===== src/design/wdtc_consts.svh =====
// constants for the watchdog timer with control block
`ifndef WDTC_CONSTS_SVH
`define WDTC_CONSTS_SVH

// ---------------------------------------------------------------
// register map (byte addresses)
// ---------------------------------------------------------------
`define WDTC_CFG_IDX 32'h0030_0003
`define WDTC_CFG_ADDR 32'h00c0_000c
`define WDTC_CTRL_ADDR 32'h0000_0000
`define WDTC_IRQ_STAT_ADDR 32'h0000_0004
`define WDTC_IRQ_MASK_ADDR 32'h0000_0008

// ---------------------------------------------------------------
// field positions and reset values
// ---------------------------------------------------------------
`define WDTC_CTRL_SOFT_ON 0
`define WDTC_CTRL_BANK 4
`define WDTC_CTRL_UNDERVOLT 6
`define WDTC_CTRL_REGULATOR_SLEEP_LOWPOWER 7
`define WDTC_CFG_SCALE_RST 4'hf
`define WDTC_IRQ_TIMEOUT 0
`define WDTC_IRQ_LVD 1
`define WDTC_IRQ_W 2

// ---------------------------------------------------------------
// timing
// ---------------------------------------------------------------
`define WDTC_BASE_US 4000
`define WDTC_RC_HZ 32000
`define WDTC_US_PER_S 1000000

`endif


===== src/design/wdtc_pkg.sv =====
// types shared by the watchdog timer with control block
package wdtc_pkg;

    // instruction and clock-monitor events, all one-cycle pulses
    typedef struct packed {
        logic kick;
        logic sleep;
        logic osc_fail;
    } wdtc_evt_s;

    // what the watchdog does when the selected output expires
    typedef enum logic [1:0] {
        WDTC_IDLE,
        WDTC_RESET,
        WDTC_WAKE
    } wdtc_act_e;

    typedef logic [3:0] wdtc_scale_t;

endpackage


===== src/design/wdtc_top.sv =====
// watchdog timer with control register, apb slave and interrupt
//
// Summary of operation
// - watchdog ticks from internal rc oscillator; oscillator on while enabled
// - base period of nominally 4 ms made from rc clock
// - 16-bit postscaler after base period; scale field picks output
// - scale code n from 0 to 15 divides by two to the n
// - scale field is write-once, unprogrammed all ones
// - upper four bits of period config read zero
// - kick, sleep or oscillator failure clear counter and postscaler
// - fused enable one runs watchdog; zero defers to software bit
// - control bit 0 turns watchdog on or off only without fuse
// - control register read/write; writable bits reset to zero
// - control bit 6 shows live core supply level while regulator enabled, else zero, read only
// - control bit 7 sends regulator low-power during sleep
// - low core-voltage detect clears regulator sleep bit
// - control bit 4 selects which shared-address bank is mapped
// - control bits 5 and 3 to 1 read zero
//
// The APB slave port is this design's own decision.
`include "wdtc_consts.svh"
`timescale 1ns/10ps
module wdtc_top
    import wdtc_pkg::*;
#(
    parameter int RC_HZ = `WDTC_RC_HZ,
    parameter int BASE_TICKS = RC_HZ * `WDTC_BASE_US / `WDTC_US_PER_S,
    parameter int POST_W = 16
)(
    // clock and reset
    input wire logic mclk,
    input wire logic rst_b,
    // apb slave
    input wire logic psel,
    input wire logic penable,
    input wire logic pwrite,
    input wire logic [31:0] paddr,
    input wire logic [31:0] pwdata,
    output logic [31:0] prdata,
    output logic pready,
    output logic pslverr,
    // core events and pins
    input wire wdtc_evt_s evt,
    input wire logic sleeping,
    input wire logic rc_clk_pin,
    input wire logic fused_watchdog_on,
    input wire logic core_undervolt_level,
    input wire logic regulator_enabled,
    // outputs to the rest of the chip
    output logic internal_rc_oscillator_on,
    output logic wdt_reset,
    output logic wdt_wakeup,
    output logic regulator_sleep_lowpower,
    output logic shared_bank_select,
    output logic irq
);

    // ---------------------------------------------------------------
    // helpers
    // ---------------------------------------------------------------
    localparam int BASE_W = $clog2(BASE_TICKS + 1);
    localparam logic [BASE_W-1:0] BASE_LAST = BASE_W'(BASE_TICKS - 1);

    // postscaler terminal count for a scale code
    function automatic logic [POST_W-1:0] post_limit(input wdtc_scale_t c);
        post_limit = POST_W'((32'h1 << c) - 32'h1);
    endfunction

    // ---------------------------------------------------------------
    // pin synchronisers
    // ---------------------------------------------------------------
    logic [3:0] sy1_q, sy1_d, sy2_q, sy2_d;
    logic rc_prev_q, rc_prev_d, uv_prev_q, uv_prev_d;
    logic rc_s, fuse_s, uv_s, reg_en_s, rc_edge, lvd_fall;

    // first stage is read by the second stage only
    always_comb
    begin
        sy1_d = {regulator_enabled, core_undervolt_level,
                 fused_watchdog_on, rc_clk_pin};
        sy2_d = sy1_q;
        rc_prev_d = sy2_q[0];
        uv_prev_d = sy2_q[2];
    end

    always_ff @(posedge mclk or negedge rst_b)
    begin
        if (!rst_b)
        begin
            sy1_q <= 4'h0;
            sy2_q <= 4'h0;
            rc_prev_q <= 1'b0;
            uv_prev_q <= 1'b0;
        end
        else
        begin
            sy1_q <= sy1_d;
            sy2_q <= sy2_d;
            rc_prev_q <= rc_prev_d;
            uv_prev_q <= uv_prev_d;
        end
    end

    assign rc_s = sy2_q[0];
    assign fuse_s = sy2_q[1];
    assign uv_s = sy2_q[2] & reg_en_s;
    assign reg_en_s = sy2_q[3];
    assign rc_edge = rc_s & ~rc_prev_q;
    // detect only meaningful with the regulator running
    assign lvd_fall = uv_prev_q & ~sy2_q[2] & reg_en_s;

    // ---------------------------------------------------------------
    // registers and apb slave
    // ---------------------------------------------------------------
    wdtc_scale_t scale_q, scale_d;
    logic prog_q, prog_d, soft_q, soft_d, slp_q, slp_d, bank_q, bank_d;
    logic [`WDTC_IRQ_W-1:0] stat_q, stat_d, mask_q, mask_d, ev_set;
    logic [31:0] rdata_q, rdata_d;
    logic err_q, err_d, setup, wr, run, expire;
    logic hit_cfg, hit_ctrl, hit_stat, hit_mask;

    assign setup = psel & ~penable;
    assign wr = psel & penable & pwrite;
    assign hit_cfg = paddr == `WDTC_CFG_ADDR;
    assign hit_ctrl = paddr == `WDTC_CTRL_ADDR;
    assign hit_stat = paddr == `WDTC_IRQ_STAT_ADDR;
    assign hit_mask = paddr == `WDTC_IRQ_MASK_ADDR;
    assign ev_set = {lvd_fall, expire};

    // next state of every software visible register
    always_comb
    begin
        scale_d = scale_q;
        prog_d = prog_q;
        soft_d = soft_q;
        slp_d = slp_q;
        bank_d = bank_q;
        mask_d = mask_q;
        rdata_d = rdata_q;
        err_d = err_q;
        if (wr && hit_cfg && !prog_q)
        begin
            scale_d = pwdata[3:0];
            prog_d = 1'b1;
        end
        if (wr && hit_ctrl)
        begin
            soft_d = pwdata[`WDTC_CTRL_SOFT_ON];
            slp_d = pwdata[`WDTC_CTRL_REGULATOR_SLEEP_LOWPOWER];
            bank_d = pwdata[`WDTC_CTRL_BANK];
        end
        // hardware clear beats a same-cycle software set
        if (lvd_fall)
            slp_d = 1'b0;
        if (wr && hit_mask)
            mask_d = pwdata[`WDTC_IRQ_W-1:0];
        // write one clears, a new event wins over the clear
        stat_d = stat_q;
        if (wr && hit_stat)
            stat_d = stat_q & ~pwdata[`WDTC_IRQ_W-1:0];
        stat_d = stat_d | ev_set;
        // read data and error prepared in the setup cycle
        if (setup)
        begin
            err_d = ~(hit_cfg | hit_ctrl | hit_stat | hit_mask);
            rdata_d = 32'h0;
            if (!pwrite && hit_cfg)
                rdata_d = {28'h0, scale_q};
            if (!pwrite && hit_ctrl)
                rdata_d = {24'h0, slp_q, uv_s, 1'b0, bank_q,
                           3'h0, soft_q};
            if (!pwrite && hit_stat)
                rdata_d = {30'h0, stat_q};
            if (!pwrite && hit_mask)
                rdata_d = {30'h0, mask_q};
        end
    end

    always_ff @(posedge mclk or negedge rst_b)
    begin
        if (!rst_b)
        begin
            scale_q <= `WDTC_CFG_SCALE_RST;
            prog_q <= 1'b0;
            soft_q <= 1'b0;
            slp_q <= 1'b0;
            bank_q <= 1'b0;
            stat_q <= '0;
            mask_q <= '0;
            rdata_q <= 32'h0;
            err_q <= 1'b0;
        end
        else
        begin
            scale_q <= scale_d;
            prog_q <= prog_d;
            soft_q <= soft_d;
            slp_q <= slp_d;
            bank_q <= bank_d;
            stat_q <= stat_d;
            mask_q <= mask_d;
            rdata_q <= rdata_d;
            err_q <= err_d;
        end
    end

    // zero-wait slave, error only on unmapped addresses
    assign pready = 1'b1;
    assign prdata = rdata_q;
    assign pslverr = psel & penable & err_q;
    assign irq = |(stat_q & mask_q);
    assign shared_bank_select = bank_q;

    // ---------------------------------------------------------------
    // base counter, postscaler and expiry
    // ---------------------------------------------------------------
    logic [BASE_W-1:0] base_q, base_d;
    logic [POST_W-1:0] post_q, post_d;
    wdtc_act_e act_q, act_d;
    logic osc_q, osc_d, lp_q, lp_d, clr, base_done;

    assign run = fuse_s | soft_q;
    assign clr = evt.kick | evt.sleep | evt.osc_fail | ~run;
    assign base_done = rc_edge & (base_q == BASE_LAST);
    // at or past the selected tap, so a smaller scale programmed while
    // counting ends the period instead of wrapping the postscaler
    assign expire = ~clr & base_done &
                    (post_q >= post_limit(scale_q));

    always_comb
    begin
        base_d = base_q;
        post_d = post_q;
        if (clr || expire)
        begin
            base_d = '0;
            post_d = '0;
        end
        else if (base_done)
        begin
            base_d = '0;
            post_d = post_q + POST_W'(1);
        end
        else if (rc_edge)
            base_d = base_q + BASE_W'(1);
        act_d = WDTC_IDLE;
        if (expire)
            act_d = sleeping ? WDTC_WAKE : WDTC_RESET;
        osc_d = run;
        lp_d = slp_q & sleeping;
    end

    always_ff @(posedge mclk or negedge rst_b)
    begin
        if (!rst_b)
        begin
            base_q <= '0;
            post_q <= '0;
            act_q <= WDTC_IDLE;
            osc_q <= 1'b0;
            lp_q <= 1'b0;
        end
        else
        begin
            base_q <= base_d;
            post_q <= post_d;
            act_q <= act_d;
            osc_q <= osc_d;
            lp_q <= lp_d;
        end
    end

    assign wdt_reset = act_q == WDTC_RESET;
    assign wdt_wakeup = act_q == WDTC_WAKE;
    assign internal_rc_oscillator_on = osc_q;
    assign regulator_sleep_lowpower = lp_q;
endmodule


===== config.mk =====
export PLATFORM = sky130hd
export DESIGN_NAME = wdtc_top
export DESIGN_NICKNAME = d
export VERILOG_FILES = /design/src/design/wdtc_pkg.sv /design/src/design/wdtc_top.sv
export VERILOG_INCLUDE_DIRS = /design/src /design/src/design
export SDC_FILE = /design/constraint.sdc
export NUM_CORES = 1
export LEC_CHECK = 0
export BUFFER_PORTS_ARGS = -buffer_cell sky130_fd_sc_hd__buf_2
export CAP_MARGIN = 40
export CORE_UTILIZATION = 51
export DETAILED_ROUTE_END_ITERATION = 10
export PLACE_DENSITY = 0.87
export SYNTH_ARGS = -nofsm -noshare
export SYNTH_HDL_FRONTEND = slang
export SYNTH_SLANG_ARGS = --single-unit

===== constraint.sdc =====
create_clock -name mclk -period 4.4 [get_ports mclk]
set_input_delay 0.88 -clock mclk [delete_from_list [all_inputs] [get_ports mclk]]
set_output_delay 0.88 -clock mclk [all_outputs]
set_load 0.02 [all_outputs]

==> flow_metrics.tcl <==
set metrics [dict create \
    status "completed" \
    start_kind "register" \
    combPwrFrac_pct 7.1 \
    fin_skew_ps 8.623 \
    die_h_um 86.15 \
    insertion_delay_ps 350 \
    hold_class "register to register" \
    initial_core_util_pct 52.86 \
    dp_cells 508 \
    h-tree-depth 3 \
    syn2layout_area_growth_pct 14.66 \
    cp.required_ps 4640 \
    cp-startpoint "scale_q[2]$_DFFE_PN1P_" \
    p_sw_share_pct 25.54 \
    hold_viol 0 \
    maxCapViolations 0 \
    cts-root-buf "clkbuf_8" \
    switchingPower_mw 0.3041 \
    synth_edf_count 0 \
    crit_path_end "post_q[11]$_DFFE_PN0P_" \
    r2r-start "scale_q[2]$_DFFE_PN1P_" \
    cts_hold_buf 0 \
    dp_worst_setup_slack_ps 867.7 \
    synthCells 362 \
    fin_cells 524 \
    tns_ps 0 \
    num_vias 3041 \
    clockBufferDepth 2 \
    drcViolationCount 0 \
    critical_path_class "register to register" \
    top_level_ports 117 \
    routed_wl_mm 8.632 \
    postLayoutSetupSlackWorst_ps 769.7 \
    yosys.area.top_type "dfrtp_1" \
    seqPwrFrac_pct 45.6 \
    clkPwrFrac_pct 47.4 \
    drtAntennaViolNets 0 \
    rsz0062_at_grt "false" \
    synth_cell_types 53 \
    drv_slew 0 \
    post-cts-setup-buffers 0 \
    syn_area_per_cell_um2 9.975 \
    grt_pass1_vias 2906 \
    grt_util_all_layers_pct 24.67 \
    rows 30 \
    min_period_ps 3630 \
    drive_gt1_share_pct 25.23 \
    ys_async_sr_fraction_pct 100.0 \
    clk_pin_slew_ps 70 \
    numCtsBuffers 9 \
    die_area_um2 7421 \
    yosysSeqAreaShare_pct 40.33 \
    die_w_um 86.15 \
    reg2reg_slack_ps 770 \
    yosysWarnings 0 \
    syn_area_um2 3611 \
    grt_pass1_wl_mm 14.04 \
    synth_top_cell_area_share_pct 37.42 \
    drt_first_pass_iters 4 \
    nets 519 \
    ys.flop_type "dfrtp_1" \
    grt_max_degree 43 \
    intPower_mw 0.8866 \
    dp_hpwl_mm 5.999 \
    post_cts_resized 0 \
    setup_viol 0 \
    ir_drop_v 0.0002930 \
    clock_sinks 58 \
    ys_top_cells_by_area "dfrtp_1 (37%), ha_1 (6.6%), buf_4 (5.4%)" \
    power_density_nw_per_um2 287.6 \
    antenna_cells 0 \
    clock.fmax_mhz 275.5 \
    first_iter_violations 182 \
    worstRegToRegCells 13 \
    end_kind "register" \
    cp_max_fo 19 \
    r2r_end "post_q[11]$_DFFE_PN0P_" \
    grt-ovfl-total 0 \
    grt_antenna_before_repair 0 \
    relSlewSlack_pct 40.83 \
    post-route-period-util_pct 82.51 \
    portBuffers 64 \
    fillers 565 \
    tightest_slew_ps 880.2 \
    wl_per_cell_um 16.47 \
    cts_tree "built" \
    cp.arrival_ps 3870 \
    gp_congestion 0.8389 \
    p_leak_nw 1.831 \
    core_um2 6832 \
    synth-seq-cells 58 \
    vias_per_cell 5.803 \
]
==> synthesized netlist by cell type, types with 2 or more instances <==
master     instances
o22a_1             3
ha_1              19
clkbuf_1          15
or4_1              2
mux2_1             7
xnor2_1           14
nand2b_1           5
and4_1             6
nor3_1             5
a32o_1             7
mux2i_1            2
xor2_1             8
a211oi_2           8
buf_4             26
a211oi_1          15
nor4_2             3
nand4_1           11
a22o_1             2
inv_1              9
nand3_1           13
nor4_1             9
o2111ai_1          2
a31oi_1            4
a21o_1             2
o21ai_0           11
nand2_1           24
nor2b_1            5
and3b_1            3
a21oi_1           16
dfrtp_1           54
a2111oi_2          2
and3_1             2
conb_1             2
dfstp_2            4
nor2_1            21
and2_1             4
==> placed cells by master (no fill, tap or decap), types with 5 or more instances in the layout <==
cell type  count
and4_1         6
clkbuf_8       9
nand4_1       11
nor2_1        21
o21ai_0       11
nor4_1         8
xor2_1         8
buf_2         64
nand2_1       24
nor2b_1        5
ha_1          19
a32o_1         7
dfrtp_1       54
mux2_1         7
xnor2_1       14
nor3_1         5
conb_1        27
a21oi_1       16
inv_1          9
a211oi_1      15
nand2b_1       5
a211oi_2       8
nand3_1       13
==> through the flow <==
step	hold slack, ps	total power [mW]	utilization (%)	cell area (µm²)
global placement	332.2	0.6320	57.31	3915
CTS	357.4	1.198	60.60	4140
global route	365.6	1.229	60.60	4140
floorplan	331.2	0.6096	-	3705
finish	355.5	1.191	60.60	4140
detailed placement	340.5	0.6358	57.31	3915
==> power by group through the flow <==
stage | Sequential, mW | Clock (mW) | Combinational [mW]
4_1_cts | 0.543 | 0.572 | 0.0837
6_report | 0.543 | 0.564 | 0.0841
2_1_floorplan | 0.552 | 0 | 0.0572
3_5_place_dp | 0.553 | 0 | 0.0831
5_1_grt | 0.543 | 0.594 | 0.0927
3_3_place_gp | 0.552 | 0 | 0.0800
==> worst min-delay path by stage <==
stage                     cells after the start               start  slack, ps                  to
final                                         0  sy1_q[1]$_DFF_PN0_        360  sy2_q[1]$_DFF_PN0_
after global routing                          0  sy1_q[0]$_DFF_PN0_        370  sy2_q[0]$_DFF_PN0_
after CTS                                     0  sy1_q[1]$_DFF_PN0_        360  sy2_q[1]$_DFF_PN0_
after detailed placement                      0  sy1_q[1]$_DFF_PN0_        340  sy2_q[1]$_DFF_PN0_
after global placement                        0  sy1_q[2]$_DFF_PN0_        330  sy2_q[2]$_DFF_PN0_
after floorplan                               0  sy1_q[0]$_DFF_PN0_        330  sy2_q[0]$_DFF_PN0_
==> cell type report <==
| type | instances | area, µm² | area share (%) |
|---|---|---|---|
| inverters | 9 | 33.78 | 0.8160 |
| clock buffers | 9 | 123.9 | 2.992 |
| multi-input cells | 277 | 1954 | 47.20 |
| flip-flops and latches | 58 | 1456 | 35.18 |
| repair buffers | 68 | 350.3 | 8.462 |
| clock inverters | 7 | 101.3 | 2.448 |
| well taps | 96 | 120.1 | 2.901 |
==> kinds of logic (layout without fill, tap and decap cells) <==
group / Yosys count / count (layout) / share of synthesized area, %
AND/OR/NAND/NOR: 122 / 122 / 19.75
AO/OA/AOI/OAI: 77 / 77 / 16.42
flip-flops: 58 / 58 / 40.33
buffers and inverters: 52 / 93 / 8.316
XOR/XNOR: 22 / 22 / 5.336
adder cells (fa/ha/maj): 19 / 19 / 6.584
multiplexers: 10 / 10 / 3.049
other: 2 / 27 / 0.2080
==> critical path, stage by stage, from the launching register on <==
cell      delay, ps
dfstp_2         460
nor3_1          310
nand2b_1        130
ha_1            310
or2_2           330
o22a_1          200
o22a_1          200
ha_1            190
a211oi_1        220
nand2_1         120
a211oi_1        390
a31oi_1         170
buf_4           240
a211oi_1        260
==> layer usage <==
layer | routed length, µm | GRT usage [%] | vias to the layer above
met5 | 0 | 0 | -
met4 | 180 | 10.61 | 0
met3 | 498 | 6.064 | 18
met1 | 3566 | 32.50 | 1497
met2 | 4386 | 38.82 | 116
li1 | - | - | 1410
==> state kept, by name, indices dropped and copies added, names as in the netlist <==
register	count
post_q	16
base_q	8
prdata	7
scale_q	4
sy1_q	4
sy2_q	4
act_q	2
mask_q	2
stat_q	2
err_q	1
internal_rc_oscillator_on	1
prog_q	1
rc_prev_q	1
regulator_sleep_lowpower	1
shared_bank_select	1
slp_q	1
soft_q	1
uv_prev_q	1
Power figures use the tool's default switching activity.
